$ cat src/hw/lfs_regs.svh
// register offsets, field positions, reset values and timing counts of the
// led fault status capture block; assumes a 25 MHz core clock
`ifndef LFS_REGS_SVH
`define LFS_REGS_SVH

`define LFS_CTRL_OFS 12'h000
`define LFS_STATUS_OFS 12'h004
`define LFS_ONOFF_OFS 12'h008
`define LFS_SHIFT_OFS 12'h00c

`define LFS_CTRL_CUR_LSB 0
`define LFS_CTRL_TIME_LSB 2
`define LFS_CTRL_SEL_LSB 4
`define LFS_CTRL_PSAVE_BIT 6
`define LFS_CTRL_RESET 32'h0000_0040

`define LFS_SEL_NONE 2'h0
`define LFS_SEL_OPEN 2'h1
`define LFS_SEL_SHORT 2'h2
`define LFS_SEL_LEAK 2'h3
`define LFS_CUR_OFF 2'h0

`define LFS_CLK_PERIOD_NS 40
`define LFS_WAKE_DELAY_NS 20000
`define LFS_WAKE_CYCLES ((`LFS_WAKE_DELAY_NS + `LFS_CLK_PERIOD_NS - 1) / `LFS_CLK_PERIOD_NS)
`define LFS_DET_TIME0_NS 1000
`define LFS_DET_TIME1_NS 2000
`define LFS_DET_TIME2_NS 4000
`define LFS_DET_TIME3_NS 8000
`define LFS_DET_CYCLES(ns) ((ns) / `LFS_CLK_PERIOD_NS)

`endif

$ cat src/hw/lfs_pkg.sv
// types shared by the led fault status capture block
// assumes the offsets and counts of lfs_regs.svh
package lfs_pkg;
    typedef struct packed {
        logic power_save_en;
        logic [1:0] status_load_selector;
        logic [1:0] off_state_detect_time_sel;
        logic [1:0] off_state_test_current_sel;
    } lfs_ctrl_t;

    typedef struct packed {
        logic load_armed;
        logic leak_source_on;
        logic off_state_sinking;
        logic power_save;
        logic reference_short_flag;
        logic pre_thermal_warning;
        logic thermal_error_flag;
    } lfs_flags_t;

    typedef enum logic [0:0] {
        LFS_IDLE = 1'b0,
        LFS_SINK = 1'b1
    } lfs_idm_state_t;
endpackage

$ cat src/hw/lfs_fault_status.sv
// led fault status capture: status holder, common shift register and flags
// assumes async pins from the host and analog comparators; apb on ref_clk_in
`include "lfs_regs.svh"

module lfs_fault_status
    import lfs_pkg::*;
#(
    parameter int CH = 16,
    parameter int WAKE_CYCLES = `LFS_WAKE_CYCLES
) (
    input wire logic ref_clk_in,
    input wire logic reset_n_in,
    input wire logic psel_in,
    input wire logic penable_in,
    input wire logic pwrite_in,
    input wire logic [11:0] paddr_in,
    input wire logic [31:0] pwdata_in,
    output logic [31:0] prdata_out,
    output logic pready_out,
    output logic pslverr_out,
    input wire logic shift_clock_in,
    input wire logic serial_data_in,
    input wire logic latch_strobe_in,
    input wire logic output_blank_in,
    input wire logic thermal_shutdown_in,
    input wire logic pre_thermal_warning_in,
    input wire logic current_reference_short_in,
    input wire logic [CH-1:0] open_led_detect_in,
    input wire logic [CH-1:0] shorted_led_detect_in,
    input wire logic [CH-1:0] output_leak_detect_in,
    output logic serial_data_output_out,
    output logic [CH-1:0] channel_output_out,
    output logic off_state_sink_out,
    output logic [CH-1:0] leak_source_out,
    output logic power_save_out
);
    localparam int SR_W = CH + 1;
    localparam int SW = 3 * CH + 7;
    localparam int CW = 12;
    localparam logic [CW-1:0] DET0 = CW'(`LFS_DET_CYCLES(`LFS_DET_TIME0_NS));
    localparam logic [CW-1:0] DET1 = CW'(`LFS_DET_CYCLES(`LFS_DET_TIME1_NS));
    localparam logic [CW-1:0] DET2 = CW'(`LFS_DET_CYCLES(`LFS_DET_TIME2_NS));
    localparam logic [CW-1:0] DET3 = CW'(`LFS_DET_CYCLES(`LFS_DET_TIME3_NS));
    localparam logic [CW-1:0] WAKE = CW'(WAKE_CYCLES);

    // two-stage synchroniser for every host and comparator pin; only stage two is read by logic
    logic [SW-1:0] async_w;
    logic [SW-1:0] meta_q;
    logic [SW-1:0] sync_q;
    logic [2:0] prev_q;

    assign async_w = {shift_clock_in, serial_data_in, latch_strobe_in, output_blank_in,
                      thermal_shutdown_in, pre_thermal_warning_in,
                      current_reference_short_in, open_led_detect_in,
                      shorted_led_detect_in, output_leak_detect_in};

    always_ff @(posedge ref_clk_in) begin
        if (!reset_n_in) begin
            meta_q <= '0;
            sync_q <= '0;
            prev_q <= '0;
        end else begin
            meta_q <= async_w;
            sync_q <= meta_q;
            // shift clock, latch strobe, and the blank strobe inverted so its reset value is idle
            prev_q <= {sync_q[SW-1], sync_q[SW-3], ~sync_q[SW-4]};
        end
    end

    wire sclk_w = sync_q[SW-1];
    wire sin_w = sync_q[SW-2];
    wire lat_w = sync_q[SW-3];
    wire blank_w = sync_q[SW-4];
    wire tsd_w = sync_q[SW-5];
    wire ptw_w = sync_q[SW-6];
    wire isf_w = sync_q[SW-7];
    wire [CH-1:0] open_w = sync_q[3*CH-1 -: CH];
    wire [CH-1:0] short_w = sync_q[2*CH-1 -: CH];
    wire [CH-1:0] leak_w = sync_q[CH-1:0];

    // prev_q holds sclk, lat and the inverted blank of the previous cycle
    wire sclk_rise_w = sclk_w & ~prev_q[2];
    wire lat_rise_w = lat_w & ~prev_q[1];
    wire blank_rise_w = blank_w & prev_q[0];
    wire blank_fall_w = ~blank_w & ~prev_q[0];

    // apb slave, zero wait states
    lfs_ctrl_t ctrl_q;
    logic [SR_W-1:0] shift_q;
    logic [CH-1:0] onoff_q;
    logic [CH-1:0] holder_q;
    logic tef_q;
    logic ptw_q;
    logic ps_q;
    logic armed_q;
    logic [CW-1:0] wake_q;
    logic [CW-1:0] det_cnt_q;
    lfs_idm_state_t idm_q;
    lfs_flags_t flags_w;

    wire apb_acc_w = psel_in & penable_in;
    wire hit_ctrl_w = paddr_in == `LFS_CTRL_OFS;
    wire hit_stat_w = paddr_in == `LFS_STATUS_OFS;
    wire hit_onoff_w = paddr_in == `LFS_ONOFF_OFS;
    wire hit_shift_w = paddr_in == `LFS_SHIFT_OFS;
    wire hit_any_w = hit_ctrl_w | hit_stat_w | hit_onoff_w | hit_shift_w;
    wire ctrl_wr_w = apb_acc_w & pwrite_in & hit_ctrl_w;

    assign pready_out = 1'b1;
    assign pslverr_out = apb_acc_w & ~hit_any_w;
    assign prdata_out = hit_ctrl_w ? 32'(ctrl_q) :
                        hit_stat_w ? {9'h0, flags_w, holder_q} :
                        hit_onoff_w ? 32'(onoff_q) :
                        hit_shift_w ? 32'(shift_q) : 32'h0000_0000;

    always_ff @(posedge ref_clk_in) begin
        if (!reset_n_in) begin
            ctrl_q <= lfs_ctrl_t'(`LFS_CTRL_RESET);
        end else if (ctrl_wr_w) begin
            ctrl_q <= lfs_ctrl_t'(pwdata_in[6:0]);
        end
    end

    // detection modes
    wire idm_en_w = ctrl_q.off_state_test_current_sel != `LFS_CUR_OFF;
    wire [1:0] sel_w = ctrl_q.status_load_selector;
    wire awake_w = ~ps_q & (wake_q == '0);
    // leak source only with selector 11, blank low, not in or just after power-save
    wire leak_on_w = (sel_w == `LFS_SEL_LEAK) & ~blank_w & ~idm_en_w & awake_w;
    wire [CH-1:0] det_mask_w = (onoff_q | {CH{idm_en_w}}) & {CH{awake_w}};

    // per-channel comparator results folded into the selected detector word
    logic [CH-1:0] open_bits_w;
    logic [CH-1:0] short_bits_w;
    logic [CH-1:0] leak_bits_w;
    generate
        for (genvar i = 0; i < CH; i++) begin : g_ch
            assign open_bits_w[i] = (open_w[i] & det_mask_w[i]) | tsd_w;
            assign short_bits_w[i] = (short_w[i] & det_mask_w[i]) | ptw_w;
            // the registered source still shows the low-blank state at the blank rising edge
            assign leak_bits_w[i] = (leak_w[i] & leak_source_out[i]) | isf_w;
        end
    endgenerate

    wire [CH-1:0] detect_w = (sel_w == `LFS_SEL_OPEN) ? open_bits_w :
                             (sel_w == `LFS_SEL_SHORT) ? short_bits_w :
                             (sel_w == `LFS_SEL_LEAK) ? leak_bits_w : holder_q;

    // off-state test sinking, timed in core cycles from blank fall
    wire [CW-1:0] det_len_w = (ctrl_q.off_state_detect_time_sel == 2'h0) ? DET0 :
                              (ctrl_q.off_state_detect_time_sel == 2'h1) ? DET1 :
                              (ctrl_q.off_state_detect_time_sel == 2'h2) ? DET2 : DET3;
    wire det_done_w = det_cnt_q <= 12'h001;
    wire idm_stop_w = (idm_q == LFS_SINK) & (blank_rise_w | det_done_w);
    lfs_idm_state_t idm_d;

    always_comb begin
        idm_d = idm_q;
        case (idm_q)
            LFS_IDLE: begin
                if (blank_fall_w & idm_en_w & awake_w) begin
                    idm_d = LFS_SINK;
                end
            end
            LFS_SINK: begin
                if (idm_stop_w | ~idm_en_w) begin
                    idm_d = LFS_IDLE;
                end
            end
            default: idm_d = LFS_IDLE;
        endcase
    end

    always_ff @(posedge ref_clk_in) begin
        if (!reset_n_in) begin
            idm_q <= LFS_IDLE;
            det_cnt_q <= '0;
        end else begin
            idm_q <= idm_d;
            if (blank_fall_w) begin
                det_cnt_q <= det_len_w;
            end else if (det_cnt_q != '0) begin
                det_cnt_q <= det_cnt_q - 12'h001;
            end
        end
    end

    // status holder: end of test sinking with idm, else blank rising edge
    wire hold_load_w = idm_en_w ? idm_stop_w : blank_rise_w;

    always_ff @(posedge ref_clk_in) begin
        if (!reset_n_in) begin
            holder_q <= '0;
        end else if (hold_load_w && sel_w != `LFS_SEL_NONE) begin
            holder_q <= detect_w;
        end
    end

    // sticky thermal flags: set wins over the latch strobe clear
    always_ff @(posedge ref_clk_in) begin
        if (!reset_n_in) begin
            tef_q <= 1'b0;
            ptw_q <= 1'b0;
        end else begin
            tef_q <= tsd_w | (tef_q & ~lat_rise_w);
            ptw_q <= ptw_w | (ptw_q & ~lat_rise_w);
        end
    end

    // status word: the selected detector's global flag, when set, overrides the holder with all ones
    wire flag_sel_w = (sel_w == `LFS_SEL_OPEN) ? tef_q :
                      (sel_w == `LFS_SEL_SHORT) ? ptw_q :
                      (sel_w == `LFS_SEL_LEAK) ? isf_w : 1'b0;
    wire [CH-1:0] status_word_w = flag_sel_w ? {CH{1'b1}} : holder_q;

    // common shift register and on/off latch
    wire take_lat_w = lat_rise_w & armed_q;
    wire load_ok_w = take_lat_w & ~shift_q[SR_W-1];
    wire [CH-1:0] onoff_new_w = shift_q[CH-1:0];

    always_ff @(posedge ref_clk_in) begin
        if (!reset_n_in) begin
            shift_q <= '0;
            onoff_q <= '0;
            armed_q <= 1'b0;
        end else begin
            if (sclk_rise_w) begin
                shift_q <= {shift_q[SR_W-2:0], sin_w};
                armed_q <= 1'b1;
            end else if (take_lat_w) begin
                armed_q <= 1'b0;
                if (load_ok_w) begin
                    onoff_q <= onoff_new_w;
                    if (sel_w != `LFS_SEL_NONE) begin
                        shift_q[CH-1:0] <= status_word_w;
                    end
                end
            end
        end
    end

    // power-save entry on a latch with all channels off; leaves on shift clock
    always_ff @(posedge ref_clk_in) begin
        if (!reset_n_in) begin
            ps_q <= 1'b0;
            wake_q <= '0;
        end else begin
            if (sclk_rise_w) begin
                if (ps_q) begin
                    wake_q <= WAKE;
                end
                ps_q <= 1'b0;
            end else if (load_ok_w && onoff_new_w == '0 && ctrl_q.power_save_en) begin
                ps_q <= 1'b1;
            end else if (wake_q != '0) begin
                wake_q <= wake_q - 12'h001;
            end
        end
    end

    // pin drivers; thermal shutdown and reference short force sinks off
    wire force_off_w = tsd_w | isf_w;
    wire [CH-1:0] chan_d_w = onoff_q & {CH{~blank_w & ~force_off_w & ~ps_q}};

    always_ff @(posedge ref_clk_in) begin
        if (!reset_n_in) begin
            channel_output_out <= '0;
            off_state_sink_out <= 1'b0;
            leak_source_out <= '0;
            power_save_out <= 1'b0;
        end else begin
            channel_output_out <= chan_d_w;
            off_state_sink_out <= (idm_d == LFS_SINK) & ~force_off_w;
            leak_source_out <= ~onoff_q & {CH{leak_on_w}};
            power_save_out <= ps_q;
        end
    end

    assign serial_data_output_out = shift_q[SR_W-1];

    assign flags_w.load_armed = armed_q;
    assign flags_w.leak_source_on = leak_on_w;
    assign flags_w.off_state_sinking = idm_q == LFS_SINK;
    assign flags_w.power_save = ps_q;
    assign flags_w.reference_short_flag = isf_w;
    assign flags_w.pre_thermal_warning = ptw_q;
    assign flags_w.thermal_error_flag = tef_q;
endmodule

$ cat config.mk
export PLATFORM = sky130hd
export DESIGN_NAME = lfs_fault_status
export DESIGN_NICKNAME = d
export VERILOG_FILES = /design/src/hw/lfs_pkg.sv /design/src/hw/lfs_fault_status.sv
export VERILOG_INCLUDE_DIRS = /design/src /design/src/hw
export SDC_FILE = /design/constraint.sdc
export NUM_CORES = 1
export LEC_CHECK = 0
export BUFFER_PORTS_ARGS = -buffer_cell sky130_fd_sc_hd__buf_2
export CAP_MARGIN = 30
export CELL_PAD_IN_SITES_DETAIL_PLACEMENT = 1
export CELL_PAD_IN_SITES_GLOBAL_PLACEMENT = 1
export CORE_ASPECT_RATIO = 1.5
export CORE_UTILIZATION = 42
export CTS_CLUSTER_SIZE = 30
export DETAILED_ROUTE_END_ITERATION = 16
export GPL_TIMING_DRIVEN = 0
export PLACE_DENSITY_LB_ADDON = 0.05
export SYNTH_ARGS = -nofsm -noshare
export SYNTH_HDL_FRONTEND = slang
export SYNTH_SLANG_ARGS = --single-unit
$ cat constraint.sdc
create_clock -name ref_clk_in -period 2.2 [get_ports ref_clk_in]
set_input_delay 0.33 -clock ref_clk_in [delete_from_list [all_inputs] [get_ports ref_clk_in]]
set_output_delay 0.33 -clock ref_clk_in [all_outputs]
set_load 0.01 [all_outputs]
# Word level (Yosys, flattened, before mapping)

Index checks and enable logic that the tools add are counted.

Register bits after elaboration: 232
Latch bits: 0
Memory bits (writable): 0
Memory bits (read-only): 0
Input bits: 104
Output and inout bits: 69
Word-level logic and storage cells: 231
Memories: 0

Add/sub/neg operators: 2
$mul: 0
Div/mod/pow operators: 0
Order comparisons: 1
Equality and inequality tests: 10
Shift-type cells: 0
Muxes and demuxes: 30
Bitwise logic cells: 144
Reductions and logical operators: 22

Operators by type and width:

| cell                    | number |
|---|---|
| $mux W16                | 8 |
| $mux W12                | 6 |
| $and A1 B1 Y1           | 70 |
| $or A1 B1 Y1            | 56 |
| $and A16 B16 Y16        | 3 |
| $mux W23                | 2 |
| $mux W17                | 2 |
| $eq A12 B4 Y1 const B   | 2 |
| $logic_not A12 Y1       | 2 |
| $mux W8                 | 3 |
| $reduce_bool A12 Y1     | 2 |
| $sub A12 B1 Y12 const B | 2 |
| $logic_not A16 Y1       | 1 |
| $not A16 Y16            | 1 |
| $or A16 B16 Y16         | 1 |
| $reduce_bool A2 Y1      | 7 |
| $not A1 Y1              | 13 |
| $eq A12 B3 Y1 const B   | 1 |
| $le A12 B1 Y1 const B   | 1 |
| $reduce_and A3 Y1       | 3 |
| $mux W1                 | 8 |
| $eq A2 B2 Y1 const B    | 3 |
| $eq A2 B1 Y1 const B    | 2 |
| $logic_and A1 B1 Y1     | 3 |
| other kinds (7)         | 7 |

# Logic depth before layout (Yosys ltp)

Gate-level depths: netlist of run 1.

Depth in word-level cells: 9
Gate-level depth with buffers: 9
Mapped depth without buffers: 7

# Least setup slack after synthesis of run 1

Ideal clock, no wire load.

Path kind: reg2out
Start point: register wake_q[0]
End point: output port prdata_out[21]
Arrival: 1791 ps
Required time: 1870 ps
Setup slack: 79 ps
Stages on the path, launching flop included: 7
Buffers on the path: 0
Cell sequence: dfxtp_1 > inv_1 > ha_1 > or4b_1 > nor4_4 > nand4_2 > nor3b_1

Longest elaborated chain between the ends: 5

Ends and longest elaborated chain:

| element                | line                    | RTL |
|---|---|---|
| from (decl)            | lfs_fault_status.sv:96  | `logic [CW-1:0] wake_q;` |
| from (signal assigned) | lfs_fault_status.sv:256 | `wake_q <= wake_q - 12'h001;` |
| $logic_not A12 Y1      | lfs_fault_status.sv:127 | `wire awake_w = ~ps_q & (wake_q == '0);` |
| $and A1 B1 Y1          | lfs_fault_status.sv:127 |  |
| $and A1 B1 Y1          | lfs_fault_status.sv:129 | `` wire leak_on_w = (sel_w == `LFS_SEL_LEAK) & ~blank_w & ~idm_en_w & awake_w; `` |
| $mux W23               | lfs_fault_status.sv:112 | `hit_stat_w ? {9'h0, flags_w, holder_q} :` |
| $mux W23               | lfs_fault_status.sv:111 | `assign prdata_out = hit_ctrl_w ? 32'(ctrl_q) :` |
| to (decl)              | lfs_fault_status.sv:18  | `output logic [31:0] prdata_out,` |

No other way between the ends.

# Final worst setup path of run 1

Start point: register wake_q[5]
End point: output port prdata_out[21]

Same word-level chain as after synthesis.

==> out/qor.yml, run 1 <==
global_routing:
  antenna_found_initial: 0
  grt_pass1_wl_um: 42700
  grt_max_degree: 15
  grt_pass1_vias: 8167
  grtUsageTotal_pct: 24.6
  grt.overflow.total: 0
min_path:
  worstHoldEndpoint: "meta_q[38]"
  hold_depth: 2
  hold_start: "open_led_detect_in[6]"
  hp-class: "in2reg"
layout:
  design_area_um2: 11300
  area_growth_pct: 23.6
  fin_cells: 1480
  nFillCells: 2521
  drive_gt1_share_pct: 23.7
  finalNetCount: 1311
  ff_latch_area_um2: 4660
  multi_input_area_um2: 4280
  diodes: 0
worst_setup_path:
  regToRegEndpoint: "leak_source_out[9]"
  critPathLaunchType: "flop"
  reg2reg_depth: 9
  r2r-start: "wake_q[5]"
  endpoint_kind: "output pin"
  cp_data_arrival_time_ns: 2.34
  critPathMaxFanout: 8
  worstSetupPathType: "reg2out"
  ff2ff_setup_slack_ns: -0.12
  worst_ep_required_time_ns: 1.87
floorplan:
  fp-row-count: 65
  fp.dieW_um: 123
  initial_core_util_pct: 43.2
  placeableCoreArea_um2: 21200
  design.die.area_um2: 22400
  die_h_um: 183
  pin_count: 173
detailed_routing:
  drt_iter0_markers: 215
  routed_wl_um: 27100
  first_pass_iters: 4
  antenna_left: 0
  dr_total_vias: 7692
  drc_errors: 0
  via_per_inst: 5.20
  wl_per_cell_um: 18.3
synth:
  yosysWarnings: 0
  synthArstFlopShare_pct: 0
  avgSynthCellArea_um2: 9.02
  synthCells: 1016
  synth-edff-count: 0
  synthTopCellsByArea: "dfxtp_1, and2_1, a21oi_1, o21ai_0, nor2_1"
  synth_largest_area_cell: "dfxtp_1"
  synth_seq_cells: 232
  synthFlopType: "dfxtp_1"
  seq_area_frac_synth_pct: 50.7
  synthTopCellsByCount: "dfxtp_1, and2_1, nor2_1"
  synth_area_um2: 9170
  yosys.area.top_type_share_pct: 50.7
  synth.distinct_cells: 59
  yosys.cell_count.top_type: "dfxtp_1"
sta:
  drv_slew: 0
  rsz0062_at_grt: "true"
  worst_pin_slew_ns: 0.914
  worst_hold_slack_ns: 0.0232
  setup_tns_ns: -2.11
  skew_ns: 0.0135
  hold_viol: 0
  max_freq_ghz: 0.374
  fin_ws_ns: -0.471
  setup_viol: 18
  fin_crit_ns: 2.67
  min_period_over_period_pct: 121
  max_slew_margin_pct: 38.2
cts:
  cts.root.buffer_cell: "clkbuf_16"
  cts_buffer_depth: 3
  hold_buffers: 0
  htreeDepth: 1
  cts_tree: "yes"
  path_clk_slew_ns: 0.06
  insertion_delay_ns: 0.51
  cts_made_buffers: 23
  clock-sinks: 232
placement:
  io_buffer_count: 135
  gp_congestion: 0.867
  placed_cell_area_um2: 10200
  dp_cells: 1428
  hpwl_um: 20400
job:
  cap_violations: 0
pwr:
  peakVddDrop_mv: 0.603
  pwr_density_cell_nw_per_um2: 921
  p_leak_nw: 4.92
status:
  status: "finished, violations left"
  violations: "setup timing"
[how the worst max path moves through the flow]
stage                endpoint  slack (ns)   startpoint  cells past startpoint
2_1_floorplan  prdata_out[21]        0.08    wake_q[0]                      6
3_3_place_gp   prdata_out[21]       -0.64  paddr_in[2]                      6
3_5_place_dp   prdata_out[21]       -0.69  paddr_in[2]                      6
4_1_cts        prdata_out[21]       -0.58    wake_q[1]                      8
5_1_grt        prdata_out[21]       -0.55    wake_q[3]                      6
6_report       prdata_out[21]       -0.47    wake_q[5]                      6
[state kept, by name, indices dropped and copies added (netlist names), 2 cells and up]
name / flops
prev_q: 3
sel_w: 2
channel_output_out: 16
sync_q: 55
shift_q: 17
onoff_q: 16
leak_source_out: 16
holder_q: 16
meta_q: 55
det_cnt_q: 12
wake_q: 12
ctrl_q: 5
[per-layer routing]
| metal | GRT usage [%] | wire length (um) | part of all wire [%] | up-vias |
|---|---|---|---|---|
| met5 | 0 | 0 | 0 | - |
| met4 | 8.83 | 791 | 2.9 | 0 |
| met1 | 25.8 | 10600 | 39 | 3659 |
| met3 | 4.04 | 1090 | 4.0 | 55 |
| li1 | - | - | - | 3804 |
| met2 | 47.9 | 14700 | 54 | 174 |
[kinds of logic after synthesis]
| logic type | share of synthesized area, % |
|---|---|
| simple gates | 24.5 |
| buf+inv | 4.57 |
| xor+xnor | 0.764 |
| flops | 50.7 |
| fa+ha+maj | 1.23 |
| other cells | 0.0819 |
| compound gates | 15.0 |
| mux | 3.17 |
[layout make-up]
class	instances	area share, %
multi-input cells	698	37.8
flip-flops and latches	232	41.1
plain buffers	66	3.00
clock buffers	32	5.82
clock inverters	7	0.972
repair buffers	151	7.50
well taps	268	2.96
inverters	26	0.861
[worst max-delay path, cell delays in order (launching register included)]
cell,delay [ns]
dfxtp_2,0.33
or4_4,0.57
nor4_4,0.33
buf_12,0.18
nand4_4,0.08
nor3b_2,0.17
buf_2,0.15
[through the flow]
step,worst slack (ns),utilization [%],total power (W)
floorplan,0.0789,-,0.00572
global placement,-0.635,48.1,0.00615
detailed placement,-0.695,48.1,0.00620
CTS,-0.583,52.7,0.0104
global route,-0.547,53.4,0.0109
finish,-0.471,53.4,0.0104
[cells in the final DEF, fill, tap and decap left out, types with 11 or more instances in the layout]
master / netlist / final
a32o_1: 16 / 16
inv_1: 26 / 24
clkbuf_16: 0 / 23
o22ai_1: 13 / 13
clkbuf_1: 51 / 42
buf_4: 10 / 21
buf_2: 4 / 139
dfxtp_1: 232 / 227
nor2_1: 94 / 86
nor3_1: 13 / 11
a21oi_1: 87 / 87
and2_1: 135 / 135
nand2_1: 90 / 90
o21ai_0: 78 / 78
[where the power goes]
group / internal, W / switching (W) / total [W]
Sequential: 0.00444 / 0.000199 / 0.00464
Clock: 0.00243 / 0.00160 / 0.00403
Combinational: 0.000806 / 0.000967 / 0.00177
[repair_timing]
item / 4_1_cts / 5_1_grt
setup endpoints to repair: 61 / 58
buffers inserted: 8 / 6
resized for setup: 38 / 34
pin swaps: 3 / 4
cloned: 1 / 0
(Power assumes the default switching activity.)
==> run 2: changes to the inputs <==
==> constraint.sdc (replaced) <==
create_clock -name ref_clk_in -period 2.2 [get_ports ref_clk_in]
set_input_delay 0 -clock ref_clk_in [delete_from_list [all_inputs] [get_ports ref_clk_in]]
set_output_delay 0 -clock ref_clk_in [all_outputs]
set_load 0.01 [all_outputs]
==> out/qor.yml, run 2 (same netlist as run 1, synthesis figures left out) <==
floorplan:
  fp-row-count: 65
  die_h_um: 183
  pin_count: 173
  design.die.area_um2: 22400
  initial_core_util_pct: 43.2
  placeableCoreArea_um2: 21200
  fp.dieW_um: 123
detailed_routing:
  antenna_left: 0
  dr_wl_met3_um: 1250
  drc_errors: 0
  routed_wl_um: 28700
  via_per_inst: 5.21
  first_pass_iters: 4
  met2_length_um: 15800
  drt_iter0_markers: 192
  drt-met1-wl_um: 10800
  highest_layer: "met4"
  wl_per_cell_um: 18.7
  dr_total_vias: 8024
pwr:
  intPower_w: 0.00770
  clkPwrFrac_pct: 38.6
  peakVddDrop_mv: 0.646
  pwr_density_cell_nw_per_um2: 884
  p_comb_share_pct: 17.2
  p_seq_share_pct: 44.2
  swShare_pct: 26.6
  p_leak_nw: 5.14
  p_total_w: 0.0105
  switching_power_w: 0.00278
worst_setup_path:
  ff2ff_setup_slack_ns: -0.03
  cp_slowest_cell: "or4_4"
  max_stage_delay_ns: 0.57
  cp_data_arrival_time_ns: 2.36
  worst_ep_required_time_ns: 2.20
  cp_cell_sequence: "or4_4, nor4_4, buf_12, nand4_4, nor3b_2, buf_2"
  worstSetupPathType: "reg2out"
  endpoint_kind: "output pin"
  critPathMaxFanout: 8
  critPathLaunchType: "flop"
  reg2reg_depth: 8
sta:
  setup_tns_ns: -0.407
  drv_slew: 0
  rsz0062_at_grt: "true"
  worst_pin_slew_ns: 0.921
  hold_viol: 0
  fin_crit_ns: 2.36
  max_slew_margin_pct: 37.7
  setup_viol: 16
  min_period_over_period_pct: 107
  max_freq_ghz: 0.424
  fin_ws_ns: -0.157
  skew_ns: 0.0142
status:
  violations: "setup timing"
  status: "finished, violations left"
cts:
  clock-sinks: 232
  cts.root.buffer_cell: "clkbuf_16"
  insertion_delay_ns: 0.51
  htreeDepth: 1
  cts_tree: "yes"
  path_clk_slew_ns: 0.06
  cts_buffer_depth: 3
  cts_made_buffers: 23
layout:
  finalNetCount: 1371
  final_common_cell: "dfxtp_1"
  largest_registers: "meta_q (55), sync_q (55), shift_q (17)"
  area_growth_pct: 29.4
  ff_latch_area_um2: 4650
  multi_input_area_um2: 4230
  post-route-util_pct: 55.9
  layout_common_cells: "dfxtp_1, buf_2, and2_1, nand2_1, nor2_1"
  drive_gt1_share_pct: 21.4
  diodes: 0
  nFillCells: 2452
job:
  cap_violations: 0
placement:
  io_buffer_count: 135
  gp_congestion: 0.867
  hpwl_um: 20400
global_routing:
  grt_pass1_vias: 8646
  grt_max_degree: 15
  antenna_found_initial: 0
  grt.overflow.total: 0
  grt_pass1_wl_um: 45100
  grtUsageTotal_pct: 26.1
min_path:
  hp-class: "in2reg"
  hold_depth: 4
-- run 2: cell types whose count changed in the layout (fill, tap and decap cells not counted), sizes merged --
cell         previous run  this run
buf                   168       162
clkbuf                 81        84
dlygate4sd3             0        63
-- run 2: area by class of cell --
| class | count | area share, % |
|---|---|---|
| Sequential cell | 232 | 39.2 |
| Multi-Input combinational cell | 698 | 35.7 |
| Timing Repair Buffer | 210 | 12.2 |
| Clock buffer | 32 | 5.56 |
| Tap cell | 268 | 2.83 |
| Buffer | 67 | 2.81 |
| Clock inverter | 7 | 0.928 |
| Inverter | 26 | 0.823 |
-- run 2: timing repair --
item	4_1_cts	5_1_grt
endpoints found under the hold margin	63	0
setup endpoints to repair	42	54
cloned	1	0
pin swaps	3	3
buffers inserted	8	2
resized for setup	27	28
hold buffers	63	0
-- run 2: critical path: cells and delay by family, from the launching register on --
kind | cells | cell delay [ns]
DFF | 1 | 0.33
and+or+nand+nor | 4 | 1.17
buffers and inverters | 2 | 0.33
-- run 2: path summary, 6_finish.rpt --
kind,from,to
max,wake_q[5],prdata_out[21]
min,penable_in,ctrl_q[6]
max reg2reg,wake_q[5],leak_source_out[9]
min reg2reg,meta_q[28],sync_q[28]
-- run 2: per-stage QoR --
stage,instance area [um2],cells,setup slack [ns],hold WS (ns)
floorplan,9200,1024,0.211,0.124
global placement,10200,1427,-0.286,0.208
detailed placement,10200,1428,-0.302,0.210
CTS,11800,1538,-0.253,0.0606
global route,11900,1540,-0.237,0.0990
finish,11900,1540,-0.157,0.0892
-- run 2: layer usage --
metal  track usage, %  vias to the layer above
met5                0                        -
met4             9.41                        0
met3             3.79                       61
met2             51.5                      209
met1             26.9                     3829
li1                 -                     3925
-- run 2: power by group through the flow --
stage | Sequential, W | Combinational (W) | Clock, W
after floorplan | 0.00464 | 0.00108 | 0
after global placement | 0.00469 | 0.00145 | 0
after detailed placement | 0.00471 | 0.00149 | 0
after CTS | 0.00462 | 0.00176 | 0.00412
after global routing | 0.00466 | 0.00197 | 0.00429
final | 0.00463 | 0.00181 | 0.00405
